File: config.mk
export PLATFORM = sky130hd
export DESIGN_NAME = vcl_clutch
export DESIGN_NICKNAME = d
export VERILOG_FILES = /design/src/inc/vcl_pkg.sv /design/src/verilog/vcl_clutch.sv
export SDC_FILE = /design/constraint.sdc
export NUM_CORES = 1
export LEC_CHECK = 0
export BUFFER_PORTS_ARGS = -buffer_cell sky130_fd_sc_hd__buf_2
export CAP_MARGIN = 20
export CELL_PAD_IN_SITES_DETAIL_PLACEMENT = 0
export CELL_PAD_IN_SITES_GLOBAL_PLACEMENT = 2
export CORE_MARGIN = 3
export CORE_UTILIZATION = 40
export DETAILED_ROUTE_END_ITERATION = 8
export GPL_TIMING_DRIVEN = 0
export PLACE_DENSITY = 0.86
export SYNTH_ARGS = -nofsm -noshare
export SYNTH_HDL_FRONTEND = slang
export SYNTH_SLANG_ARGS = --single-unit
File: constraint.sdc
create_clock -name REF_CLK -period 22 [get_ports REF_CLK]
set_clock_uncertainty 0.2 [all_clocks]
set_input_delay 4.4 -clock REF_CLK [delete_from_list [all_inputs] [get_ports REF_CLK]]
set_output_delay 4.4 -clock REF_CLK [all_outputs]
set_load 0.01 [all_outputs]
File: src/inc/vcl_pkg.sv
// Constants and carrier types for the virtual-axis clutch block
package vcl_pkg;
	// Register word byte addresses
	localparam logic [7:0] VCL_ADR_MODE    = 8'h00;
	localparam logic [7:0] VCL_ADR_CTRL    = 8'h04;
	localparam logic [7:0] VCL_ADR_ON_SET  = 8'h08;
	localparam logic [7:0] VCL_ADR_OFF_SET = 8'h0C;
	localparam logic [7:0] VCL_ADR_STATUS  = 8'h10;
	// Field positions
	localparam int VCL_CTRL_CMD     = 0;
	localparam int VCL_CTRL_ERR_OFF = 1;
	localparam int VCL_ST_CLUTCH    = 0;
	localparam int VCL_ST_FLAG      = 1;
	localparam int VCL_ST_MODE_ERR  = 2;
	localparam int VCL_ST_ERR_HOLD  = 3;
	localparam int VCL_ST_SEQ_BUSY  = 4;
	localparam int VCL_ST_MODE_LSB  = 8;
	// Mode codes
	localparam logic [2:0] VCL_MODE_ONOFF = 3'h0;
	localparam logic [2:0] VCL_MODE_ADR2  = 3'h2;
	localparam logic [2:0] VCL_MODE_OS_ON = 3'h3;
	localparam logic [2:0] VCL_MODE_OS_NO = 3'h4;
	localparam logic [15:0] VCL_MODE_MAX  = 16'h0004;
	// Reset values
	localparam logic [15:0] VCL_MODE_RST  = 16'h0000;
	localparam logic [31:0] VCL_SET_RST   = 32'h0000_0000;

	typedef struct packed {
		logic signed [31:0] on_set;
		logic signed [31:0] off_set;
	} vcl_set_t;

	typedef struct packed {
		logic [7:0]  addr;
		logic [31:0] wdata;
		logic        wr;
		logic        rd;
	} vcl_bus_t;

	typedef enum logic [1:0] {
		VCL_SEQ_IDLE,
		VCL_SEQ_PRE,
		VCL_SEQ_POST
	} vcl_seq_t;
endpackage

File: src/verilog/vcl_clutch.sv
// Virtual-axis clutch: address mode 2 and travel-count one-shot mode
// How it works
// - Mode word above 4 is an error; the last accepted mode stays.
// - A new mode word takes effect at the next evaluation.
// - ON and OFF settings are signed 32-bit words, writable any time.
// - Evaluate once per cycle; a pass within one cycle hides the flag.
// - Error response set to off plus major error forces the clutch off.
// - After an error, command low restores; next rise resumes control.
// - Mode 3 is one-shot with command, mode 4 one-shot ignoring it.
// - Mode 3 rise: engage after pre distance, release after post distance.
// - Command falling in one-shot leaves the sequence and clutch alone.
// - Mode 4 keeps clutch off; 3 to 4 finishes the running sequence.
// - Both distances are signed pulses; sign gives the direction.
// - Zero pre distance engages in the same evaluation as the rise.
// - Engage and release within one cycle never shows on the flag.
// - Mode becoming 3 with command high starts a one-shot sequence.
// - Mode becoming 3 with command low and clutch on turns it off.
// - Mode becoming 4 from other than 3 turns the clutch off.
// - Settings written mid-sequence apply only from the next rise.
// - Sequence waits for the full travel, even with the drive stopped.
// - Current value rewrites do not move the release point.
// - Switch points are command position plus distances, net travel.
// - Travel input is the virtual-axis or one-revolution travel.
// - Mode 2, command high: engage at ON address, release at OFF.
// - Mode 2, command low: clutch off, address watching suspended.
`timescale 1ns/10ps
`default_nettype none
module vcl_clutch
	import vcl_pkg::*;
(
	input  wire logic               REF_CLK,
	input  wire logic               RSTN,
	input  wire logic [7:0]         ADDR,
	input  wire logic [31:0]        WDATA,
	input  wire logic               WR,
	input  wire logic               RD,
	output logic      [31:0]        RDATA,
	input  wire logic               OP_TICK,
	input  wire logic signed [31:0] CUR_VALUE,
	input  wire logic signed [31:0] TRAVEL,
	input  wire logic               MAJOR_ERR,
	output logic                    CLUTCH_ON,
	output logic                    CLUTCH_STATUS
);
	vcl_bus_t               bus;
	logic [15:0]            mode_word;
	logic                   cmd;
	logic                   err_off;
	vcl_set_t               setting;
	vcl_set_t               latched;
	logic [2:0]             mode_acc;
	logic                   mode_err;
	logic                   cmd_prev;
	logic                   err_hold;
	logic                   clutch;
	logic                   status;
	logic signed [31:0]     last_cur;
	logic signed [33:0]     acc;
	vcl_seq_t               seq;
	logic [31:0]            rdata;

	logic                   mode_ok;
	logic [2:0]             mode_eval;
	logic                   mode_chg;
	logic                   rise;
	logic                   err_now;
	logic                   err_release;
	logic                   start;
	logic signed [33:0]     acc_sum;
	logic signed [33:0]     acc_post;
	logic signed [33:0]     pre_dist;
	logic signed [33:0]     post_dist;
	logic                   pre_hit;
	logic                   post_hit;
	logic                   on_cross;
	logic                   off_cross;
	logic                   os_mode;
	logic                   moving_up;
	logic                   off_after_on;
	logic                   on_after_off;
	logic                   next_clutch;
	vcl_seq_t               next_seq;
	logic signed [33:0]     next_acc;
	logic                   next_err_hold;
	logic [31:0]            next_rdata;
	logic [31:0]            status_word;
	logic                   wr_mode;
	logic                   wr_ctrl;
	logic                   wr_on;
	logic                   wr_off;

	// True when signed value a has covered signed distance d
	function automatic logic reached(input logic signed [33:0] a,
		input logic signed [33:0] d);
		reached = d[33] ? (a <= d) : (a >= d);
	endfunction

	// True when the current value passed point p since the last tick
	function automatic logic crossed(input logic signed [31:0] from_v,
		input logic signed [31:0] to_v, input logic signed [31:0] p);
		crossed = ((from_v < p) && (p <= to_v)) ||
			((to_v <= p) && (p < from_v));
	endfunction

	assign bus = '{addr: ADDR, wdata: WDATA, wr: WR, rd: RD};

	// Register decode
	assign wr_mode = bus.wr && (bus.addr == VCL_ADR_MODE);
	assign wr_ctrl = bus.wr && (bus.addr == VCL_ADR_CTRL);
	assign wr_on   = bus.wr && (bus.addr == VCL_ADR_ON_SET);
	assign wr_off  = bus.wr && (bus.addr == VCL_ADR_OFF_SET);

	always_ff @(posedge REF_CLK or negedge RSTN) begin
		if (!RSTN) begin
			mode_word <= VCL_MODE_RST;
			cmd       <= 1'b0;
			err_off   <= 1'b0;
			setting   <= '{on_set: VCL_SET_RST, off_set: VCL_SET_RST};
		end else begin
			if (wr_mode)
				mode_word <= bus.wdata[15:0];
			if (wr_ctrl) begin
				cmd     <= bus.wdata[VCL_CTRL_CMD];
				err_off <= bus.wdata[VCL_CTRL_ERR_OFF];
			end
			if (wr_on)
				setting.on_set <= bus.wdata;
			if (wr_off)
				setting.off_set <= bus.wdata;
		end
	end

	// Mode acceptance: an illegal word leaves the previous mode in force
	assign mode_ok   = (mode_word <= VCL_MODE_MAX);
	assign mode_eval = mode_ok ? mode_word[2:0] : mode_acc;
	assign mode_chg  = (mode_eval != mode_acc);
	assign os_mode   = (mode_eval == VCL_MODE_OS_ON) ||
		(mode_eval == VCL_MODE_OS_NO);
	assign rise      = cmd && !cmd_prev;

	// Error response and its release by a low command
	assign err_now       = err_off && MAJOR_ERR;
	assign err_release   = !MAJOR_ERR && !cmd;
	assign next_err_hold = err_now ? 1'b1 :
		(err_release ? 1'b0 : err_hold);

	// A new sequence starts on a rise in mode 3, or on entry to mode 3
	// with the command already high; a running sequence is never restarted
	assign start = !next_err_hold && (mode_eval == VCL_MODE_OS_ON) &&
		(seq == VCL_SEQ_IDLE) && cmd &&
		(rise || (mode_acc != VCL_MODE_OS_ON));

	// Distances widened so the sums cannot wrap
	assign pre_dist  = start ? 34'(setting.off_set) :
		34'(latched.off_set);
	assign post_dist = start ? 34'(setting.on_set) :
		34'(latched.on_set);

	// Net signed travel since the command: reversals cancel and a
	// rewritten current value does not enter the count
	assign acc_sum  = start ? 34'sd0 : (acc + 34'(TRAVEL));
	assign pre_hit  = reached(acc_sum, pre_dist);
	assign acc_post = (seq == VCL_SEQ_POST) ? acc_sum : (acc_sum - pre_dist);
	assign post_hit = reached(acc_post, post_dist);

	// Address mode 2 crossing detection
	assign on_cross  = crossed(last_cur, CUR_VALUE, setting.on_set);
	assign off_cross = crossed(last_cur, CUR_VALUE, setting.off_set);

	// Both addresses passed in one tick: the one met last decides the
	// state, so the short pulse stays internal and never reaches the flag
	assign moving_up    = (CUR_VALUE > last_cur);
	assign off_after_on = moving_up ? (setting.off_set > setting.on_set) :
		(setting.off_set < setting.on_set);
	assign on_after_off = moving_up ? (setting.on_set > setting.off_set) :
		(setting.on_set < setting.off_set);

	always_comb begin
		next_clutch = clutch;
		next_seq    = seq;
		next_acc    = acc;
		if (next_err_hold) begin
			next_clutch = 1'b0;
			next_seq    = VCL_SEQ_IDLE;
		end else if (mode_eval == VCL_MODE_ADR2) begin
			next_seq = VCL_SEQ_IDLE;
			if (!cmd)
				next_clutch = 1'b0;
			else if (!clutch && on_cross)
				next_clutch = !(off_cross && off_after_on);
			else if (clutch && off_cross)
				next_clutch = on_cross && on_after_off;
		end else if (os_mode) begin
			if (mode_eval == VCL_MODE_OS_NO && mode_chg &&
				mode_acc != VCL_MODE_OS_ON) begin
				next_clutch = 1'b0;
				next_seq    = VCL_SEQ_IDLE;
			end else if (mode_eval == VCL_MODE_OS_ON && mode_chg &&
				!cmd && clutch) begin
				next_clutch = 1'b0;
				next_seq    = VCL_SEQ_IDLE;
			end else if (start || seq != VCL_SEQ_IDLE) begin
				// Command falls are not looked at here
				next_acc = acc_sum;
				case (seq)
					VCL_SEQ_IDLE, VCL_SEQ_PRE: begin
						if (pre_hit) begin
							next_acc = acc_post;
							if (post_hit) begin
								next_clutch = 1'b0;
								next_seq    = VCL_SEQ_IDLE;
							end else begin
								next_clutch = 1'b1;
								next_seq    = VCL_SEQ_POST;
							end
						end else begin
							next_clutch = 1'b0;
							next_seq    = VCL_SEQ_PRE;
						end
					end
					VCL_SEQ_POST: begin
						if (post_hit) begin
							next_clutch = 1'b0;
							next_seq    = VCL_SEQ_IDLE;
						end
					end
					default: begin
						next_clutch = 1'b0;
						next_seq    = VCL_SEQ_IDLE;
					end
				endcase
			end else if (mode_eval == VCL_MODE_OS_NO) begin
				next_clutch = 1'b0;
			end
		end else begin
			// Modes outside this block hold the clutch state and clear the sequence
			next_seq = VCL_SEQ_IDLE;
		end
	end

	// Operation-cycle state; everything advances only on the tick
	always_ff @(posedge REF_CLK or negedge RSTN) begin
		if (!RSTN) begin
			mode_acc <= VCL_MODE_ONOFF;
			mode_err <= 1'b0;
			cmd_prev <= 1'b0;
			err_hold <= 1'b0;
			clutch   <= 1'b0;
			status   <= 1'b0;
			last_cur <= 32'sh0000_0000;
			acc      <= 34'sh0_0000_0000;
			seq      <= VCL_SEQ_IDLE;
			latched  <= '{on_set: VCL_SET_RST, off_set: VCL_SET_RST};
		end else if (OP_TICK) begin
			mode_acc <= mode_eval;
			mode_err <= !mode_ok;
			cmd_prev <= cmd;
			err_hold <= next_err_hold;
			clutch   <= next_clutch;
			status   <= next_clutch;
			last_cur <= CUR_VALUE;
			acc      <= next_acc;
			seq      <= next_seq;
			if (start)
				latched <= setting;
		end
	end

	// Status word and one-cycle-late read data
	assign status_word = {16'h0000, 5'h00, mode_acc, 3'h0,
		(seq != VCL_SEQ_IDLE), err_hold, mode_err, status, clutch};

	assign next_rdata =
		(bus.addr == VCL_ADR_MODE)    ? {16'h0000, mode_word} :
		(bus.addr == VCL_ADR_CTRL)    ? {30'h0000_0000, err_off, cmd} :
		(bus.addr == VCL_ADR_ON_SET)  ? setting.on_set :
		(bus.addr == VCL_ADR_OFF_SET) ? setting.off_set :
		(bus.addr == VCL_ADR_STATUS)  ? status_word : 32'h0000_0000;

	always_ff @(posedge REF_CLK or negedge RSTN) begin
		if (!RSTN)
			rdata <= 32'h0000_0000;
		else if (bus.rd)
			rdata <= next_rdata;
		else
			rdata <= 32'h0000_0000;
	end

	assign RDATA         = rdata;
	assign CLUTCH_ON     = clutch;
	assign CLUTCH_STATUS = status;
endmodule
`default_nettype wire
After elaboration in Yosys (flattened, before gate mapping)
Cells that the tools add are included.

Register bits after elaboration: 253. Input port bits: 110. Output and inout port bits: 34. Logic and storage cells: 144.

Add/subtract/negate cells: 2. Magnitude comparators: 18. Eq/ne operators: 15. Multiplexer cells: 43. Bitwise logic cells: 4. Reductions and logical operators: 46.

Operators with widths (number): $mux W34 (6); $lt A32 B32 Y1 (6); $mux W32 (5); $le A32 B32 Y1 (4); $gt A32 B32 Y1 (3); $ge A34 B34 Y1 (2); $le A34 B34 Y1 (2); $add A34 B32 Y34 (1); $sub A34 B34 Y34 (1); $logic_and A1 B1 Y1 (24); $mux W1 (19); $mux W2 (9); $eq A8 B4 Y1 const B (2); $le A16 B3 Y1 const B (1); $mux W11 (1); $eq A8 B3 Y1 const B (1); $eq A8 B5 Y1 const B (1); $logic_not A8 Y1 (1); $logic_not A1 Y1 (7); $ne A7 B4 Y1 const B (1); $ne A7 B7 Y1 const B (1); $reduce_and A7 Y1 (1); $eq A3 B2 Y1 const B (2); $ne A6 B1 Y1 const B (1); 19 further kinds (26).

Logic depth before layout (Yosys ltp)
Depth in word-level cells: 23. Mapped depth: 33. Gate-level depth less buffers: 32.

Worst setup path before layout
OpenSTA, ideal clock, no wires.

Path type: input to register. Start: input port MAJOR_ERR. End: register seq[0]. Library setup time: 0.125 ns. Arrival: 10.681 ns. Data required time: 21.675 ns. Path slack: 10.994 ns. Stages on the path: 30. Buffers on the path: 4. Path through: a211oi_1 -> nand3_1 -> and3b_1 -> buf_6 -> clkbuf_1 -> buf_1 -> buf_1 -> mux2i_1 -> ha_1 -> a21o_1 -> a31oi_1 -> nand4_1 -> and3_1 -> a31o_2 -> a21o_1 -> a2111oi_0 -> o41ai_1 -> xnor2_1 -> o21ai_0 -> ha_1 -> nand4_1 -> nor2_1 -> nand2_1 -> nor4_1 -> a2111oi_0 -> xor3_1 -> nand2_1 -> a21o_1 -> o21ai_1 -> mux2_2.

Longest elaborated chain between the ends: 20. Elaborated cells on any way between the ends: 33. Those cells by class: add/sub (1); order compare (4); eq/ne (2); mux (16); reduce/logical (10).

Ends and longest elaborated chain: start: declaration (RTL line vcl_clutch.sv:41) `input wire logic MAJOR_ERR,`; $logic_not A1 Y1 (RTL line vcl_clutch.sv:143) `assign err_release = !MAJOR_ERR && !cmd;`; $logic_and A1 B1 Y1 (RTL line vcl_clutch.sv:143); $mux W1 (RTL line vcl_clutch.sv:145) `(err_release ? 1'b0 : err_hold);`; $mux W1 (*) (RTL line vcl_clutch.sv:144) `assign next_err_hold = err_now ? 1'b1 :`; parallel branches: the longest is 16 deep, another holds $sub A34 B34 Y34; end signal: assignment (RTL line vcl_clutch.sv:263) `seq <= next_seq;`; end: declaration (RTL line vcl_clutch.sv:59) `vcl_seq_t seq;`.

Every way passes the cells marked *. The select of a mux whose other input is x is not followed. A chain may end at the register's enable or synchronous reset.

Final worst setup path
Same ends and word-level chain as after synthesis.

==> impl_metrics.ini <==
[run_status]
status = finished, final reports clean

[drt]
ant_nets = 0
avgViaCountPerCell = 5.66
drtPass1Iterations = 5
via_count = 17800
post_drt_wl_per_cell_um = 22.2
routed_wirelength_um = 70000
drt_iter0_markers = 1173
drc = 0

[worst_setup_path]
worstReg2RegEnd = seq[0]
crit_top_cell = a21o_1
worst_setup_path_start_kind = input pin
regToRegSetupSlack_ns = 11.53
cp_slowest_stage_delay_ns = 0.77
required_ns = 22.29
crit_path_end_kind = flip-flop
critPathTopFamily = compound AO/OA/AOI/OAI gates
cp_slowest_cell = buf_1
path_max_fanout = 10
cp.arrival_ns = 14.01
worst-setup-path-type = input pin to flip-flop
worstRegToRegCells = 31
path_buf_inv = 5
crit-reg2reg-launch = mode_word[4]

[clock_network]
cts_tree = built
cts_resized = 0
clock_sinks = 253
postCtsSetupBuffers = 0
numCtsBuffers = 31
max-clock-path-buffers = 3
h-tree-depth = 1
postCtsHoldBufs = 0
clock_latency_ns = 0.61
path_clk_slew_ns = 0.06
cts_root_buf = clkbuf_16

[worst_hold_path]
min_path_type = flip-flop to flip-flop
hp-start = latched[22]
hold_end = latched[22]
min_path_cells = 2

[sta]
worst_slew_pin_slew_ns = 1.10
fin_hold_ws_ns = 0.275
slew_viol_final = 0
hold_viol = 0
max_freq_mhz = 72.9
max_slew_margin_pct = 26.7
grt_setup_unrepaired = no
fin_crit_ns = 13.72
finalSetupTns_ns = 0
post-route-period-util_pct = 62.4
setup_viol = 0

[synthesis]
ys_seq_area_share_pct = 31.5
synthSimpleGateAreaFrac_pct = 14.8
netlist.area_leader.share_pct = 31.5
ys_seq_elements = 253
syn_area_per_cell_um2 = 8.77
synth_edf_count = 0
ys.flop_type = dfrtp_1
ys_warn_count = 0
yosysMostFrequentCell = nand2_1
syn_area_um2 = 20100
synthAdderAreaFrac_pct = 18.5
yosys-top-cells-count = nand2_1 (303), ha_1 (293), dfrtp_1 (253)
async_reset_ff_share_pct = 100
synth_cells = 2288
synth_area_leader_cell = dfrtp_1
synth_area_leaders = dfrtp_1 (32%), ha_1 (18%), o21ai_0 (5.9%)
synthXorXnorAreaFrac_pct = 2.61
synth_mux_area_share_pct = 8.95
synth_top_family_by_area = compound AO/OA/AOI/OAI gates
yosysUniqueCellTypes = 71
synth_compound_area_share_pct = 19.3
syn_nets = 2693

[power_and_ir_drop]
p_total_uw = 3360
cellPowerDensity_nw_per_um2 = 148
ir_drop_v = 0.0000771
power_leakage_uw = 0.0114

[floorplan]
rows = 81
dieArea_um2 = 52900
start_util_pct = 40.8
die_h_um = 230
pin_count = 144
die_w_um = 230
coreArea_um2 = 49300

[placement]
hpwl_um = 57500
portBuffers = 143
place_congestion = 0.871
placed_area_um2 = 21700

[global_route]
antenna_found_initial = 1
grt_pass1_wl_um = 106000
grt_pass1_vias = 17700
grt_util_all_layers_pct = 26.2
grt_max_degree = 115
overflow = 0

[finish]
final_area_um2 = 22800
nNetsFinal = 2873
diodes = 0
area_growth_pct = 13.5
final_layout_size_suffix_gt1_share_pct = 11.3

[run]
cap_violations = 0
final cells by class:
type / instances / area [um2]
fill: 4900 / 26500
multi-input combinational: 1813 / 12900
sequential: 253 / 6330
clock buffer: 48 / 920
tap: 664 / 831
timing repair buffer: 147 / 790
inverter: 139 / 522
buffer: 83 / 339
clock inverter: 9 / 163
per-layer routing:
metal	vias to the layer above	share of wire, %	GRT usage (%)
met5	-	0.014	0
met2	464	46	43.2
met3	82	5.4	3.39
met4	2	2.3	6.43
met1	8647	46	36.5
li1	8654	-	-
where the power goes:
group	switching, uW	internal, uW	total [uW]
clock	215	333	548
combinational	1350	890	2240
sequential	50.3	527	578
sequential cells by signal (all words and copies together) (netlist names), 2 cells and up:
name	cells
mode_acc	3
setting	64
seq	2
acc	34
mode_word	16
latched	64
RDATA	32
last_cur	32
worst register-to-register path: cells and delay by family, from the launching register on:
kind | cells | cell delay [ns]
AOI/OAI and AO/OA | 11 | 2.88
muxes | 2 | 0.86
DFF | 1 | 0.39
adders and majority gates | 2 | 0.76
xor gates and xnor gates | 2 | 0.49
and+or+nand+nor | 10 | 2.51
buffers and inverters | 4 | 2.26
through the flow:
step                      util, %  setup slack [ns]  std cells
final                        46.2              8.28       3156
after floorplan                 -             10.99       2288
after global routing         46.2              7.78       3156
after CTS                    46.2              8.42       3156
after detailed placement     44.0              7.80       3099
after global placement       43.9              7.79       3095
how the worst max path moves through the flow:
| stage | end | startpoint | slack (ns) | depth (start not counted) |
|---|---|---|---|---|
| 6_report | seq[0] | MAJOR_ERR | 8.28 | 31 |
| 5_1_grt | seq[0] | MAJOR_ERR | 7.78 | 31 |
| 4_1_cts | seq[0] | MAJOR_ERR | 8.42 | 31 |
| 3_5_place_dp | seq[0] | MAJOR_ERR | 7.80 | 31 |
| 3_3_place_gp | CLUTCH_STATUS | MAJOR_ERR | 7.79 | 31 |
| 2_1_floorplan | seq[0] | MAJOR_ERR | 10.99 | 30 |
layout by cell type (no fill, tap or decap), drive strengths merged, types with 44 or more instances in the layout:
master	count
mux2	64
buf	167
nand3	44
dfrtp	253
mux2i	107
inv	140
nand4	51
clkbuf	111
nor2	121
ha	293
a21o	83
nand2	303
a21oi	152
o21ai	245
kinds of logic after synthesis:
kind of cell / Yosys count
AND/OR/NAND/NOR: 648
AO/OA/AOI/OAI: 641
adder cells (fa/ha/maj): 295
flip-flops: 253
buffers and inverters: 222
multiplexers: 171
XOR/XNOR: 58
(Power assumes the default switching activity.)
